**src/rtl/sign_wait_regs.svh**
```systemverilog
// constants for the sign-convert and wait execution block
`ifndef SIGN_WAIT_REGS_SVH
`define SIGN_WAIT_REGS_SVH
`define DATA_WIDTH 16
`define DATA_MSB 15
`define MAG_MSB 14
`define PC_WIDTH 10
`define WAIT_ROWS 5
`define REG_SEL_WIDTH 4
`define REG_COUNT 16
`define MASK_NONE 5'h00
`define CS_RESET 1'h0
`define PC_RESET 10'h000
`define REG_RESET 16'h0000
`endif

```
**src/rtl/sign_wait_pkg.sv**
```systemverilog
// shared types for the sign-convert and wait execution block
package sign_wait_pkg;
    typedef enum logic [1:0] {op_none, op_toint, op_wait} exec_op_t;
    typedef struct packed {
        logic [3:0] reg_sel;
        logic reset_select;
        logic [4:0] wait_row_select;
    } instr_fields_t;
    typedef struct packed {
        logic load;
        logic [2:0] row;
        logic [9:0] dest;
    } wait_entry_t;
endpackage

```
**src/rtl/sign_wait_core.sv**
```systemverilog
// execution of the sign-to-magnitude and wait instructions
`timescale 1ns/100ps
`include "sign_wait_regs.svh"
// What this block does
// - a conversion of a register whose top bit is clear leaves it unchanged.
// - with the top bit set, the conversion writes the two's complement of bits 14..0.
// - every conversion updates the sign flag from the operand's original top bit.
// - reset_select 0 XORs the sign into the flag, 1 overwrites it.
// - any register of the set may be converted; only that register, the sign flag and the program counter change.
// - a wait stops the program counter until an enabled row condition is true.
// - the lowest satisfied enabled row loads the program counter with that row's destination.
// - rows are held in a table written only by the wait-entry loading port.
// - the wait carries a five-bit row mask; unselected rows are ignored.
// - an all-zero mask enables no row, so the wait never ends.
// - mask bit 0 enables row 1, bit 1 row 2, bit 2 row 3.
// - mask bit 3 enables row 4 and bit 4 row 5.
module sign_wait_core #(
    parameter int ROWS = `WAIT_ROWS,
    parameter int PCW = `PC_WIDTH
)(
    input wire logic mclk,
    input wire logic sys_rst,
    input wire logic instr_valid,
    input sign_wait_pkg::exec_op_t instr_op,
    input sign_wait_pkg::instr_fields_t instr_fields,
    input wire logic [ROWS-1:0] row_condition,
    input sign_wait_pkg::wait_entry_t wait_entry,
    input wire logic reg_wr_en,
    input wire logic [`REG_SEL_WIDTH-1:0] reg_wr_sel,
    input wire logic [`DATA_WIDTH-1:0] reg_wr_data,
    input wire logic [`REG_SEL_WIDTH-1:0] reg_rd_sel,
    output logic [`DATA_WIDTH-1:0] reg_rd_data,
    output logic conv_sign,
    output logic [PCW-1:0] microcode_pc,
    output logic waiting
);
    logic [`DATA_WIDTH-1:0] alu_register_set [`REG_COUNT];
    logic [`DATA_WIDTH-1:0] first_operand;
    logic [`DATA_WIDTH-1:0] next_operand;
    logic [ROWS-1:0] wait_row_select;
    logic [ROWS-1:0] hit;
    logic [2:0] hit_row;
    logic hit_any;
    logic branch_pend;
    logic [PCW-1:0] row_dest;
    logic do_conv;
    logic do_wait;

    // lowest set bit index
    function automatic logic [2:0] lowest_row(input logic [ROWS-1:0] v);
        lowest_row = 3'h0;
        for (int i = ROWS - 1; i >= 0; i--)
            if (v[i])
                lowest_row = 3'(i);
    endfunction

    assign do_conv = instr_valid && (instr_op == sign_wait_pkg::op_toint);
    assign do_wait = instr_valid && (instr_op == sign_wait_pkg::op_wait) && !waiting;

    // ****************
    // sign conversion
    // ****************
    assign first_operand = alu_register_set[instr_fields.reg_sel];
    always_comb
    begin
        if (first_operand[`DATA_MSB])
            next_operand = {1'h0, 15'(-first_operand[`MAG_MSB:0])};
        else
            next_operand = first_operand;
    end

    always_ff @(posedge mclk or posedge sys_rst)
    begin
        if (sys_rst)
        begin
            for (int i = 0; i < `REG_COUNT; i++)
                alu_register_set[i] <= `REG_RESET;
        end
        else if (do_conv)
            alu_register_set[instr_fields.reg_sel] <= next_operand;
        else if (reg_wr_en)
            alu_register_set[reg_wr_sel] <= reg_wr_data;
    end

    always_ff @(posedge mclk or posedge sys_rst)
    begin
        if (sys_rst)
            reg_rd_data <= `REG_RESET;
        else
            reg_rd_data <= alu_register_set[reg_rd_sel];
    end

    always_ff @(posedge mclk or posedge sys_rst)
    begin
        if (sys_rst)
            conv_sign <= `CS_RESET;
        else if (do_conv)
        begin
            if (instr_fields.reset_select)
                conv_sign <= first_operand[`DATA_MSB];
            else
                conv_sign <= conv_sign ^ first_operand[`DATA_MSB];
        end
    end

    // ****************
    // wait and branch
    // ****************
    // row n+1 enabled by mask bit n
    generate
        for (genvar n = 0; n < ROWS; n++)
        begin : g_row

            assign hit[n] = row_condition[n] & wait_row_select[n];

        end
    endgenerate
    assign hit_any = waiting && !branch_pend && (|hit);
    assign hit_row = lowest_row(hit);

    wait_table_mem #(.ROWS(ROWS), .PCW(PCW)) u_table (
        .mclk(mclk),
        .sys_rst(sys_rst),
        .wr_en(wait_entry.load),
        .wr_row(wait_entry.row),
        .wr_dest(wait_entry.dest),
        .rd_row(hit_row),
        .rd_dest(row_dest)
    );

    always_ff @(posedge mclk or posedge sys_rst)
    begin
        if (sys_rst)
        begin
            waiting <= 1'h0;
            wait_row_select <= `MASK_NONE;
            branch_pend <= 1'h0;
        end
        else if (branch_pend)
        begin
            branch_pend <= 1'h0;
            waiting <= 1'h0;
        end
        else if (hit_any)
            branch_pend <= 1'h1;
        else if (do_wait)
        begin
            waiting <= 1'h1;
            wait_row_select <= instr_fields.wait_row_select;
        end
    end

    always_ff @(posedge mclk or posedge sys_rst)
    begin
        if (sys_rst)
            microcode_pc <= `PC_RESET;
        else if (branch_pend)
            microcode_pc <= row_dest;
        else if (instr_valid && !waiting && !do_wait)
            microcode_pc <= microcode_pc + PCW'(1);
    end
endmodule // sign_wait_core

```
**src/rtl/wait_table_mem.sv**
```systemverilog
// wait-table row store with registered destination readout
`timescale 1ns/100ps
`include "sign_wait_regs.svh"
module wait_table_mem #(
    parameter int ROWS = `WAIT_ROWS,
    parameter int PCW = `PC_WIDTH
)(
    input wire logic mclk,
    input wire logic sys_rst,
    input wire logic wr_en,
    input wire logic [2:0] wr_row,
    input wire logic [PCW-1:0] wr_dest,
    input wire logic [2:0] rd_row,
    output logic [PCW-1:0] rd_dest
);
    logic [PCW-1:0] mem [ROWS];

    // ****************
    // storage
    // ****************
    always_ff @(posedge mclk or posedge sys_rst)
    begin
        if (sys_rst)
        begin
            for (int i = 0; i < ROWS; i++)
                mem[i] <= '0;
        end
        else if (wr_en && (int'(wr_row) < ROWS))
            mem[wr_row] <= wr_dest;
    end

    always_ff @(posedge mclk or posedge sys_rst)
    begin
        if (sys_rst)
            rd_dest <= '0;
        else if (int'(rd_row) < ROWS)
            rd_dest <= mem[rd_row];
        else
            rd_dest <= '0;
    end
endmodule // wait_table_mem

```
**config.mk**
```make
export PLATFORM = sky130hd
export DESIGN_NAME = sign_wait_core
export DESIGN_NICKNAME = d
export VERILOG_FILES = /design/src/rtl/sign_wait_pkg.sv /design/src/rtl/sign_wait_core.sv /design/src/rtl/wait_table_mem.sv
export VERILOG_INCLUDE_DIRS = /design/src /design/src/rtl
export SDC_FILE = /design/constraint.sdc
export NUM_CORES = 1
export LEC_CHECK = 0
export BUFFER_PORTS_ARGS = -buffer_cell sky130_fd_sc_hd__buf_2
export CAP_MARGIN = 5
export CORE_MARGIN = 5
export CORE_UTILIZATION = 41
export CTS_CLUSTER_SIZE = 12
export DETAILED_ROUTE_END_ITERATION = 16
export GPL_ROUTABILITY_DRIVEN = 0
export REMOVE_ABC_BUFFERS = 1
export SETUP_SLACK_MARGIN = 0.4
export SYNTH_ARGS = -nofsm -noshare
export SYNTH_HDL_FRONTEND = slang
export SYNTH_HIERARCHICAL = 1
export SYNTH_SLANG_ARGS = --single-unit
```
**constraint.sdc**
```tcl
create_clock -name mclk -period 13.3 [get_ports mclk]
set_clock_uncertainty 0.2 [all_clocks]
set_input_delay 1.33 -clock mclk [delete_from_list [all_inputs] [get_ports mclk]]
set_output_delay 1.33 -clock mclk [all_outputs]
set_load 0.005 [all_outputs]
```
Word level (Yosys, flattened, before mapping)
Cells that the tools add are included.
{"block": "classes", "n_addsub": 2, "n_mul": 0, "div": 0, "order_cmp": 10, "eq_ne": 3, "n_shift": 0, "n_mux": 35, "bitwise": 13, "reduce_logical": 20}
{"op": "$bwmux 256", "n": 2}
{"op": "$mux 256", "n": 2}
{"op": "$bmux 16 s4", "n": 2}
{"op": "$demux 16 s4", "n": 2}
{"op": "$mux 16", "n": 6}
{"op": "$mux 10", "n": 6}
{"op": "$bwmux 50", "n": 1}
{"op": "$bmux 10 s3", "n": 1}
{"op": "$demux 10 s3", "n": 1}
{"op": "$ge 5x5->1 const B", "n": 3}
{"op": "$mux 15", "n": 1}
{"op": "$mux 3", "n": 5}
{"op": "$neg 15->15", "n": 1}
{"op": "$not 4->5", "n": 3}
{"op": "$logic_and 1x1->1", "n": 11}
{"op": "$add 10x1->10 const B", "n": 1}
{"op": "$lt 5x1->1 const B", "n": 2}
{"op": "$ge 4x4->1 const B", "n": 2}
{"op": "$not 3->4", "n": 2}
{"op": "$lt 3x3->1 const B", "n": 2}
{"op": "$mux 1", "n": 6}
{"op": "$reduce_bool 2->1", "n": 3}
{"op": "$and 1x1->1", "n": 5}
{"op": "$reduce_or 5->1", "n": 1}
{"op": "other kinds (9)", "n": 12}
{"block": "totals", "reg_bits": 350, "latchBits": 0, "mem_bits_rw": 0, "rom_bits": 0, "input_bits": 59, "mem_count": 0}

Longest topological paths before layout
Gate-level depths: netlist (run 1).
{"block": "depth", "ltp_word": 11, "mapped_depth": 14}

Hierarchy
The synthesis (run 1) kept the hierarchy.
{"mod": "sign_wait_core", "instances": 1, "cells_each": 1396, "area_per_inst_um2": 16283.1}
{"mod": "wait_table_mem", "instances": 1, "cells_each": 178, "area_per_inst_um2": 2600.0}

Worst setup path before layout (run 1)
No wires, ideal clock.
{"block": "synth_timing", "kind": "input to register", "from": "in instr_fields[6] in the netlist's numbering", "to": "reg alu_register_set[104] in the netlist's numbering", "setup_ps": 151, "arrival_time_ps": 4205, "t_required_ps": 12949, "slack_ps": 8744, "stages": 14, "n_path_buf": 4, "path_cell_list": "buf_6 -> buf_6 -> mux4_2 -> nand2_1 -> nand4_1 -> inv_1 -> clkbuf_1 -> ha_1 -> nand4b_1 -> a211oi_2 -> a21oi_1 -> xnor2_2 -> buf_2 -> o221ai_1"}
{"block": "synth_via", "elab_chain_len": 8, "word_cells_on_any_way": 13, "classes_between": "1 x add/sub; 2 x order compare; 8 x mux; 1 x bitwise; 1 x reduce/logical"}
{"element": "start, declared", "line_no": "sign_wait_core.sv:25", "rtl": "input sign_wait_pkg::instr_fields_t instr_fields,"}
{"element": "$not 4->5 (implied by the code) *", "line_no": "sign_wait_core.sv:63, sign_wait_core.sv:80"}
{"element": "$bmux 16 s4", "line_no": "sign_wait_core.sv:63", "rtl": "assign first_operand = alu_register_set[instr_fields.reg_sel];"}
{"element": "$mux 16 (implied by the code) (2 in a row)", "line_no": "sign_wait_core.sv:63"}
{"element": "$neg 15->15", "line_no": "sign_wait_core.sv:67", "rtl": "next_operand = {1'h0, 15'(-first_operand[`MAG_MSB:0])};"}
{"element": "$mux 15", "line_no": "sign_wait_core.sv:66", "rtl": "if (first_operand[`DATA_MSB])"}
{"element": "$bwmux 256 *", "line_no": "sign_wait_core.sv:80", "rtl": "alu_register_set[instr_fields.reg_sel] <= next_operand;"}
{"element": "$mux 256 *", "line_no": "sign_wait_core.sv:79", "rtl": "else if (do_conv)"}
{"element": "end signal, assigned by index", "line_no": "sign_wait_core.sv:77", "rtl": "alu_register_set[i] <= `REG_RESET;"}
{"element": "end signal, assigned by index", "line_no": "sign_wait_core.sv:80"}
{"element": "end signal, assigned by index", "line_no": "sign_wait_core.sv:82", "rtl": "alu_register_set[reg_wr_sel] <= reg_wr_data;"}
{"element": "end, declared", "line_no": "sign_wait_core.sv:37", "rtl": "logic [`DATA_WIDTH-1:0] alu_register_set [`REG_COUNT];"}
Every way passes the cells marked *; elsewhere a longest branch is shown, timed or not. The select of a mux whose other input is x is not followed.
A chain may end at the register's enable or synchronous reset.

Worst setup path in the final report (run 1)
{"block": "layout_timing", "from": "in instr_fields[6] in the netlist's numbering", "to": "reg alu_register_set[134] in the netlist's numbering"}
Same word-level chain as after synthesis.

==> impl_metrics.py, run 1 <==
metrics = {
    "run_status": {
        "outcome": "finished clean",
    },
    "setup_path": {
        "worstPathBufferInverterCount": 3,
        "crit_top_cell": "buf_4",
        "r2r_slack_ps": 8900,
        "crit_family": "buffers and inverters",
        "worstSetupPathType": "in2reg",
        "crit_chain": "buf_4, buf_4, mux4_2, nand2_1, nand4_1, inv_1, ha_1, nand4b_1, a211oi_2, nor2_1, xnor2_1, o22a_1, o21ai_0",
        "required_ps": 13530,
        "crit_end": "alu_register_set[134]",
        "max_stage_delay_ps": 1030,
        "timing.rr.start": "alu_register_set[128]",
        "path_max_fanout": 41,
        "crit_cells": 13,
        "setup.worst_path.end_class": "register",
        "cp-start-kind": "input port",
        "critPathArrivalTime_ps": 6480,
        "crit_start": "instr_fields[6]",
        "rr_endpoint": "alu_register_set[134]",
        "cpMaxStageDelayCell": "xnor2_1",
        "r2r.worst_path.cells": 11,
    },
    "floorplanning": {
        "dieArea_sq_mm": 0.0504,
        "dieWidth_um": 225,
        "core_area_sq_mm": 0.0455,
        "num_rows": 78,
        "start_util": 0.415,
        "die_h_um": 225,
        "ios": 87,
    },
    "sta": {
        "finalSetupViolCount": 0,
        "tns_ps": 0,
        "finalMaxSlewViolations": 0,
        "relSlewSlack": 0.0602,
        "fin_crit_ps": 6250,
        "tightest_slew_ps": 1410,
        "hold_violations": 0,
        "hold_slack_ps": 275,
        "fmax_ghz": 0.160,
        "min_period_over_period": 0.470,
        "setup_slack_ps": 7050,
        "rsz0062_at_grt": "no",
    },
    "cts": {
        "cts.htree.levels": 2,
        "cts-resized-gates": 0,
        "cts_setup_buffers": 0,
        "tritoncts": "built",
        "cts_buffers": 40,
        "root_buffer": "clkbuf_16",
        "ctsLongestPathBuffers": 3,
        "clk_pin_slew_ps": 70,
        "clock-sinks": 350,
        "cts_hold_buf": 0,
        "clock_latency_ps": 590,
    },
    "synthesis": {
        "synthArstFlopShare": 1.00,
        "synth_ff_type": "dfrtp_1",
        "synth_edf_count": 0,
        "seq_area_frac_synth": 0.464,
        "synth-seq-cells": 350,
        "synth_common_cells": "350 x dfrtp_1, 177 x nand2_1, 177 x o21ai_0",
        "synth_top_area_cell": "dfrtp_1",
        "ys_top_cells_by_area": "dfrtp_1 46%, mux4_2 17%, a22oi_1 6.4%",
        "syn_inst": 1574,
        "yosysMostFrequentCell": "dfrtp_1",
        "ys.warnings.count": 6,
        "yosysTopAreaCellShare": 0.464,
        "synth_cell_types": 63,
        "syn_area_per_cell_sq_um": 12.0,
        "syn_area_sq_mm": 0.0189,
    },
    "drt": {
        "avgViaCountPerCell": 6.96,
        "ant_nets": 0,
        "drcViolationCount": 0,
        "drt-initial-drc-count": 2402,
        "wl_per_cell_um": 30.9,
        "vias": 15500,
        "firstDrtPassIters": 6,
        "drt_wl_total_mm": 69.1,
    },
    "global_routing": {
        "grt_max_degree": 85,
        "grt_pass1_wl_mm": 102,
        "grt_overflow": 0,
        "antenna_found_initial": 2,
        "grt_pass1_vias": 15400,
        "grt_use_total": 0.268,
    },
    "place": {
        "dp_hpwl_mm": 42.5,
        "port-buffer-count": 86,
        "pre_cts_slack_ps": 6560,
        "place_inst": 2162,
    },
    "cells_and_area": {
        "num-nets-final": 1665,
        "drive_above_1_share": 0.278,
        "area_growth_pct": 12.1,
        "fin_cells": 2235,
        "n_antenna_cell": 0,
        "fill_cells": 4157,
    },
    "power": {
        "leakagePower_uw": 0.00868,
        "power-per-cell-area_mw_per_mm2": 179,
        "ir_worst_vdd_mv": 0.106,
        "power.total_uw": 3780,
    },
    "min_path": {
        "hold_path_class": "reg2reg",
    },
    "run": {
        "drv_cap": 0,
    },
}
==> power by group <==
group	switching [uW]	total (uW)	internal (uW)
clock	475	1140	664
combinational	562	1070	507
sequential	218	1580	1360
==> layout make-up <==
cell class	count	area [sq um]	share of cell area
inverter	8	37.5	0.00177
timing repair buffer	135	806	0.0381
sequential	350	8760	0.414
clock inverter	12	96.3	0.00455
multi-input combinational	1069	9480	0.448
clock buffer	61	1240	0.0586
tap	600	751	0.0355
==> metal layers <==
metal | global-route usage | vias to the layer above | wire length [um]
li1 | - | 6245 | -
met1 | 0.359 | 7893 | 26200
met2 | 0.403 | 1131 | 30200
met3 | 0.0818 | 274 | 8500
met4 | 0.125 | 6 | 4150
met5 | 0.00380 | - | 41
==> worst register-to-register path: stages (launching register included) <==
cell and delay (ps):
dfrtp_1 410, mux4_2 480, nand2_1 80, nand4_1 170
inv_1 460, ha_1 300, nand4b_1 160, a211oi_2 470
nor2_1 100, xnor2_1 1030, o22a_1 290, o21ai_0 80
==> cells in the final DEF (no fill, tap or decap), types with 14 or more instances in the layout <==
cell	instances
buf_2	83
clkbuf_8	14
a32oi_1	27
o221ai_1	76
and2_1	14
mux2_2	74
nand3_1	19
a21oi_1	15
a22oi_1	162
mux2i_1	17
nand2_1	177
clkbuf_16	41
nor2_1	27
mux4_2	145
o21ai_0	177
dfrtp_1	350
buf_4	52
==> how the worst min path moves through the flow <==
stage,start,slack (ps),end,cells after the start
finish,u_table/rd_dest[2],280,microcode_pc[2],2
global route,u_table/rd_dest[4],290,microcode_pc[4],2
CTS,u_table/rd_dest[4],280,microcode_pc[4],2
detailed placement,u_table/rd_dest[1],260,microcode_pc[1],2
global placement,u_table/rd_dest[4],250,microcode_pc[4],2
floorplan,u_table/rd_dest[8],230,microcode_pc[8],2
==> per-stage QoR <==
stage,instance area (sq um),util
final,21200,0.465
after CTS,21200,0.465
after global routing,21200,0.465
after global placement,19800,0.436
after floorplan,18200,-
after detailed placement,19800,0.436
==> flip-flops by register name (all words and copies together), names as in the netlist <==
signal	count
u_table/rd_dest	10
waiting	1
branch_pend	1
reg_rd_data	16
u_table/mem	50
wait_row_select	5
microcode_pc	10
alu_register_set	256
conv_sign	1
==> kinds of logic after synthesis <==
kind of cell / synth area share
xor gates and xnor gates: 0.0117
and+or+nand+nor: 0.0738
muxes: 0.227
adders and majority gates: 0.00132
buffers and inverters: 0.0373
AOI/OAI and AO/OA: 0.185
DFF: 0.464
Note: power is estimated with default switching activity, not from simulation.
==> run 2, diff against run 1 <==
- clock period: 13.3 -> 5.16 ns (I/O delays scaled with it)
==> run 2 against run 1 <==
Compared with the run above:
- non-clock buffer count rose by 45
- final cell count rose by 2.1%
- first-iteration DRC count fell by 22%
- global-route usage rose by 1.1 points
- register-to-register slack got worse by 7400 ps
- sequential share of layout area fell by 0.74 points
- sequential power rose to 2.6 times the previous value
- hold slack got worse by 260 ps
- via count rose by 0.96%
- total power rose to 2.6 times the previous value
- design area rose by 1.8%
- sequential cell count did not move
- critical path type unchanged
==> impl_metrics.py, run 2 (synthesis results as in run 1) <==
metrics = {
    "cells_and_area": {
        "area_growth_pct": 14.1,
        "top_register": "alu_register_set",
        "final_cell_mix": "350 x dfrtp_1, 177 x nand2_1, 177 x o21ai_0, 162 x a22oi_1, 145 x mux4_2",
        "drive_above_1_share": 0.295,
        "largest_reg_flops": 256,
        "seq_area_sq_mm": 0.00876,
        "multi_input_area_sq_mm": 0.00948,
        "stdcell_area_sq_mm": 0.0216,
        "num-nets-final": 1711,
        "final_common_cell": "dfrtp_1",
        "fill_cells": 4060,
        "fin_cells": 2281,
        "reg.largest.list": "alu_register_set: 256 flops, u_table/mem: 50 flops, reg_rd_data: 16 flops",
    },
    "power": {
        "power.total_uw": 9800,
        "ir_worst_vdd_mv": 0.300,
        "power-per-cell-area_mw_per_mm2": 455,
        "leakagePower_uw": 0.00889,
    },
    "drt": {
        "wl_per_cell_um": 31.2,
        "firstDrtPassIters": 8,
        "avgViaCountPerCell": 6.88,
        "drt-initial-drc-count": 1872,
        "vias": 15700,
        "drt_wl_total_mm": 71.1,
        "drcViolationCount": 0,
        "ant_nets": 0,
    },
    "global_routing": {
        "grt_max_degree": 109,
        "grt_overflow": 0,
        "grt_use_total": 0.279,
        "grt_pass1_wl_mm": 105,
        "antenna_found_initial": 5,
        "grt_pass1_vias": 15900,
    },
    "place": {
        "placed_area_sq_mm": 0.0201,
        "place_inst": 2201,
        "dp_hpwl_mm": 44.3,
        "port-buffer-count": 86,
    },
    "cts": {
        "ctsLongestPathBuffers": 3,
        "cts.htree.levels": 2,
        "cts-resized-gates": 0,
        "cts_buffers": 41,
        "clock-sinks": 350,
        "clock_latency_ps": 570,
        "clk_pin_slew_ps": 60,
        "tritoncts": "built",
        "root_buffer": "clkbuf_16",
    },
    "sta": {
        "fmax_ghz": 0.244,
        "finalMaxSlewViolations": 0,
        "rsz0062_at_grt": "no",
        "relSlewSlack": 0.0921,
        "min_period_over_period": 0.795,
        "hold_violations": 0,
        "fin_crit_ps": 4100,
        "hold_slack_ps": 14.4,
        "tightest_slew_ps": 1360,
        "finalSetupViolCount": 0,
    },
    "setup_path": {
        "setup.worst_path.end_class": "register",
        "r2r_slack_ps": 1470,
        "worstSetupPathType": "in2reg",
        "cp-start-kind": "input port",
        "path_max_fanout": 35,
        "critPathArrivalTime_ps": 4290,
        "required_ps": 5350,
    },
    "floorplanning": {
        "dieArea_sq_mm": 0.0504,
        "core_area_sq_mm": 0.0455,
        "dieWidth_um": 225,
        "ios": 87,
        "num_rows": 78,
        "start_util": 0.415,
        "die_h_um": 225,
    },
    "run": {
        "drv_cap": 0,
    },
    "min_path": {
        "hold_path_class": "in2reg",
    },
    "run_status": {
        "outcome": "finished clean",
    },
}
-- run 2: final timing paths --
check / start / end / cells past startpoint
setup / recovery: instr_fields[6] / alu_register_set[93] / 10
hold / removal: reg_wr_data[3] / alu_register_set[131] / 3
setup reg to reg: alu_register_set[192] / alu_register_set[152] / 11
hold reg to reg: u_table/rd_dest[7] / microcode_pc[7] / 2
max in group asynchronous: sys_rst / alu_register_set[103] / 4
min in group asynchronous: sys_rst / wait_row_select[4] / 3
-- run 2: where the power goes --
part	switching, uW	total (uW)	internal (uW)
clock	1220	2920	1700
sequential	566	4070	3500
combinational	1430	2810	1380
-- run 2: what timing repair did --
action / in CTS / in global routing
hold buffers: 6 / 0
endpoints found under the hold margin: 98 / 0
buffers inserted: 0 / 0
-- run 2: layout make-up --
| type | count | share of cell area |
|---|---|---|
| diodes | 1 | 0.000116 |
| clock buffers | 56 | 0.0564 |
| clock inverters | 17 | 0.00581 |
| inverters | 8 | 0.00174 |
| multi-input cells | 1069 | 0.440 |
| flip-flops and latches | 350 | 0.406 |
| well taps | 600 | 0.0348 |
| repair buffers | 180 | 0.0549 |
-- run 2: worst max-delay path, stage by stage --
cell	delay, ps
buf_4	600
buf_4	410
mux4_2	550
a22oi_1	280
nand2_1	240
nor4_4	510
nand3b_1	150
o21ai_2	200
xor2_2	590
o21ai_0	210
-- run 2: metrics by stage --
| step | worst slack, ps | util | TNS [ps] |
|---|---|---|---|
| floorplan | -3560 | - | -1032900 |
| global placement | 613 | 0.443 | 0 |
| detailed placement | 567 | 0.443 | 0 |
| CTS | 1140 | 0.474 | 0 |
| global route | 886 | 0.474 | 0 |
| finish | 1060 | 0.474 | 0 |
-- run 2: routing by layer --
metal | global-route usage | vias up | part of all wire
met2 | 0.422 | 1088 | 0.44
met5 | 0 | - | 0.00083
met1 | 0.354 | 7938 | 0.37
met3 | 0.0881 | 329 | 0.12
met4 | 0.165 | 10 | 0.076
li1 | - | 6334 | -
==> run 3, diff against run 2 <==
- clock period: 5.16 -> 4 ns (I/O delays scaled with it)
==> run 3 against run 2 <==
Compared with the run above:
- hold slack improved by 33 ps
- global-route usage decreased by 0.20 points
- die area unchanged
- sequential power increased by 29%
- setup slack got worse by 530 ps
- core utilization increased by 1.5 points
- non-clock buffer count increased by 66
- combinational power increased by 32%
- total power increased by 32%
- register-to-register slack got worse by 940 ps
==> impl_metrics.py, run 3 (synthesis results as in run 1) <==
metrics = {
    "min_path": {
        "hold_path_class": "in2reg",
        "holdPathStages": 4,
    },
    "floorplanning": {
        "dieArea_sq_mm": 0.0504,
        "core_area_sq_mm": 0.0455,
        "ios": 87,
        "num_rows": 78,
        "start_util": 0.415,
        "dieWidth_um": 225,
        "die_h_um": 225,
    },
    "cts": {
        "root_buffer": "clkbuf_16",
        "clk_pin_slew_ps": 60,
        "cts_buffers": 41,
        "clock_latency_ps": 590,
        "tritoncts": "built",
        "cts.htree.levels": 2,
        "cts_setup_buffers": 0,
        "ctsLongestPathBuffers": 3,
        "clock-sinks": 350,
    },
    "drt": {
        "drt_wl_total_mm": 70.3,
        "vias": 15900,
        "avgViaCountPerCell": 6.78,
        "ant_nets": 0,
        "drcViolationCount": 0,
        "drt-initial-drc-count": 2263,
        "firstDrtPassIters": 5,
        "wl_per_cell_um": 29.9,
    },
    "place": {
        "port-buffer-count": 86,
        "pre_cts_slack_ps": 194,
        "dp_hpwl_mm": 44.9,
    },
    "sta": {
        "rsz0062_at_grt": "no",
        "hold_violations": 0,
        "setup_slack_ps": 533,
        "finalMaxSlewViolations": 0,
        "finalSetupViolCount": 0,
        "fmax_ghz": 0.288,
        "min_period_over_period": 0.867,
        "relSlewSlack": 0.144,
        "hold_slack_ps": 47.8,
        "tightest_slew_ps": 1280,
        "fin_crit_ps": 3470,
    },
    "setup_path": {
        "path_max_fanout": 15,
        "r2r.worst_path.cells": 11,
        "required_ps": 4200,
        "setup.worst_path.end_class": "register",
        "critPathArrivalTime_ps": 3660,
        "cp-start-kind": "register",
        "worstSetupPathType": "reg2reg",
    },
    "global_routing": {
        "grt_overflow": 0,
        "grt_pass1_wl_mm": 105,
        "grt_pass1_vias": 16000,
        "grt_max_degree": 120,
        "grt_use_total": 0.277,
        "antenna_found_initial": 1,
    },
    "cells_and_area": {
        "fill_cells": 4081,
        "reg.largest.list": "alu_register_set: 256 flops, u_table/mem: 50 flops, reg_rd_data: 16 flops",
        "area_growth_pct": 17.8,
        "drive_above_1_share": 0.301,
        "final_common_cell": "dfrtp_1",
        "num-nets-final": 1777,
        "top_register": "alu_register_set",
        "final_cell_mix": "350 x dfrtp_1, 177 x nand2_1, 177 x o21ai_0, 162 x a22oi_1, 145 x mux4_2",
        "n_antenna_cell": 0,
        "largest_reg_flops": 256,
    },
    "power": {
        "power-per-cell-area_mw_per_mm2": 580,
        "ir_worst_vdd_mv": 0.459,
        "leakagePower_uw": 0.00923,
    },
    "run_status": {
        "outcome": "finished clean",
    },
    "run": {
        "drv_cap": 0,
    },
}
## run 3: cell count changes in the layout (fill, tap and decap cells not counted), moves of 2 or more
| cell | previous run | this run |
|---|---|---|
| dlygate4sd3_1 | 6 | 35 |
| buf_12 | 2 | 7 |
| bufinv_16 | 1 | 3 |
| buf_4 | 89 | 120 |
| clkinv_2 | 12 | 5 |
| clkbuf_1 | 4 | 12 |
| clkinv_4 | 0 | 2 |
## run 3: cell type report
cell class              count  area (sq um)  share of cell area
clock buffers              64          1240              0.0560
clock inverters            12           149             0.00670
inverters                   8          37.5             0.00169
multi-input cells        1069          9480               0.426
flip-flops and latches    350          8760               0.394
well taps                 600           751              0.0338
repair buffers            246          1810              0.0815
## run 3: final timing paths
path	start	end	slack [ps]
max in group asynchronous	sys_rst	alu_register_set[214]	2130
max reg2reg	alu_register_set[193]	alu_register_set[216]	530
min reg2reg	u_table/rd_dest[3]	microcode_pc[3]	280
min in group asynchronous	sys_rst	u_table/mem[34]	330
max	alu_register_set[193]	alu_register_set[216]	530
min	instr_op[0]	waiting	50
## run 3: per-stage QoR
stage	cell area, sq um	utilization	TNS [ps]	std cells	total power (uW)
after global routing	22200	0.489	0	2349	13600
after CTS	22200	0.489	0	2348	12900
after floorplan	18200	-	-1335660	1427	7530
after global placement	20500	0.450	0	2237	8800
after detailed placement	20500	0.450	0	2237	8920
final	22200	0.489	0	2349	12900
## run 3: worst max-delay path, stage by stage, from the launching register on
cell and delay [ps]:
dfrtp_1 390, mux4_2 470, a22oi_1 240, nand2_1 160
inv_1 90, ha_1 220, nand4b_1 200, a211oi_4 460
a21oi_1 190, xnor2_2 230, buf_4 260, o221ai_1 160
## run 3: metal layers
metal,vias to the layer above,global-route usage,share of wire
met5,-,0.00854,0.00094
met1,8021,0.362,0.37
li1,6482,-,-
met4,4,0.137,0.059
met3,278,0.0895,0.13
met2,1151,0.417,0.45
## run 3: power by group
group | total (uW) | switching [uW] | internal [uW]
sequential | 5260 | 744 | 4520
clock | 3920 | 1580 | 2340
combinational | 3720 | 1880 | 1830
## run 3: what timing repair did
| action | 4_1_cts | 5_1_grt |
|---|---|---|
| gates resized for setup | 0 | 1 |
| hold buffers | 35 | 0 |
| hold endpoints to repair | 227 | 0 |
| setup endpoints to repair | 0 | 22 |
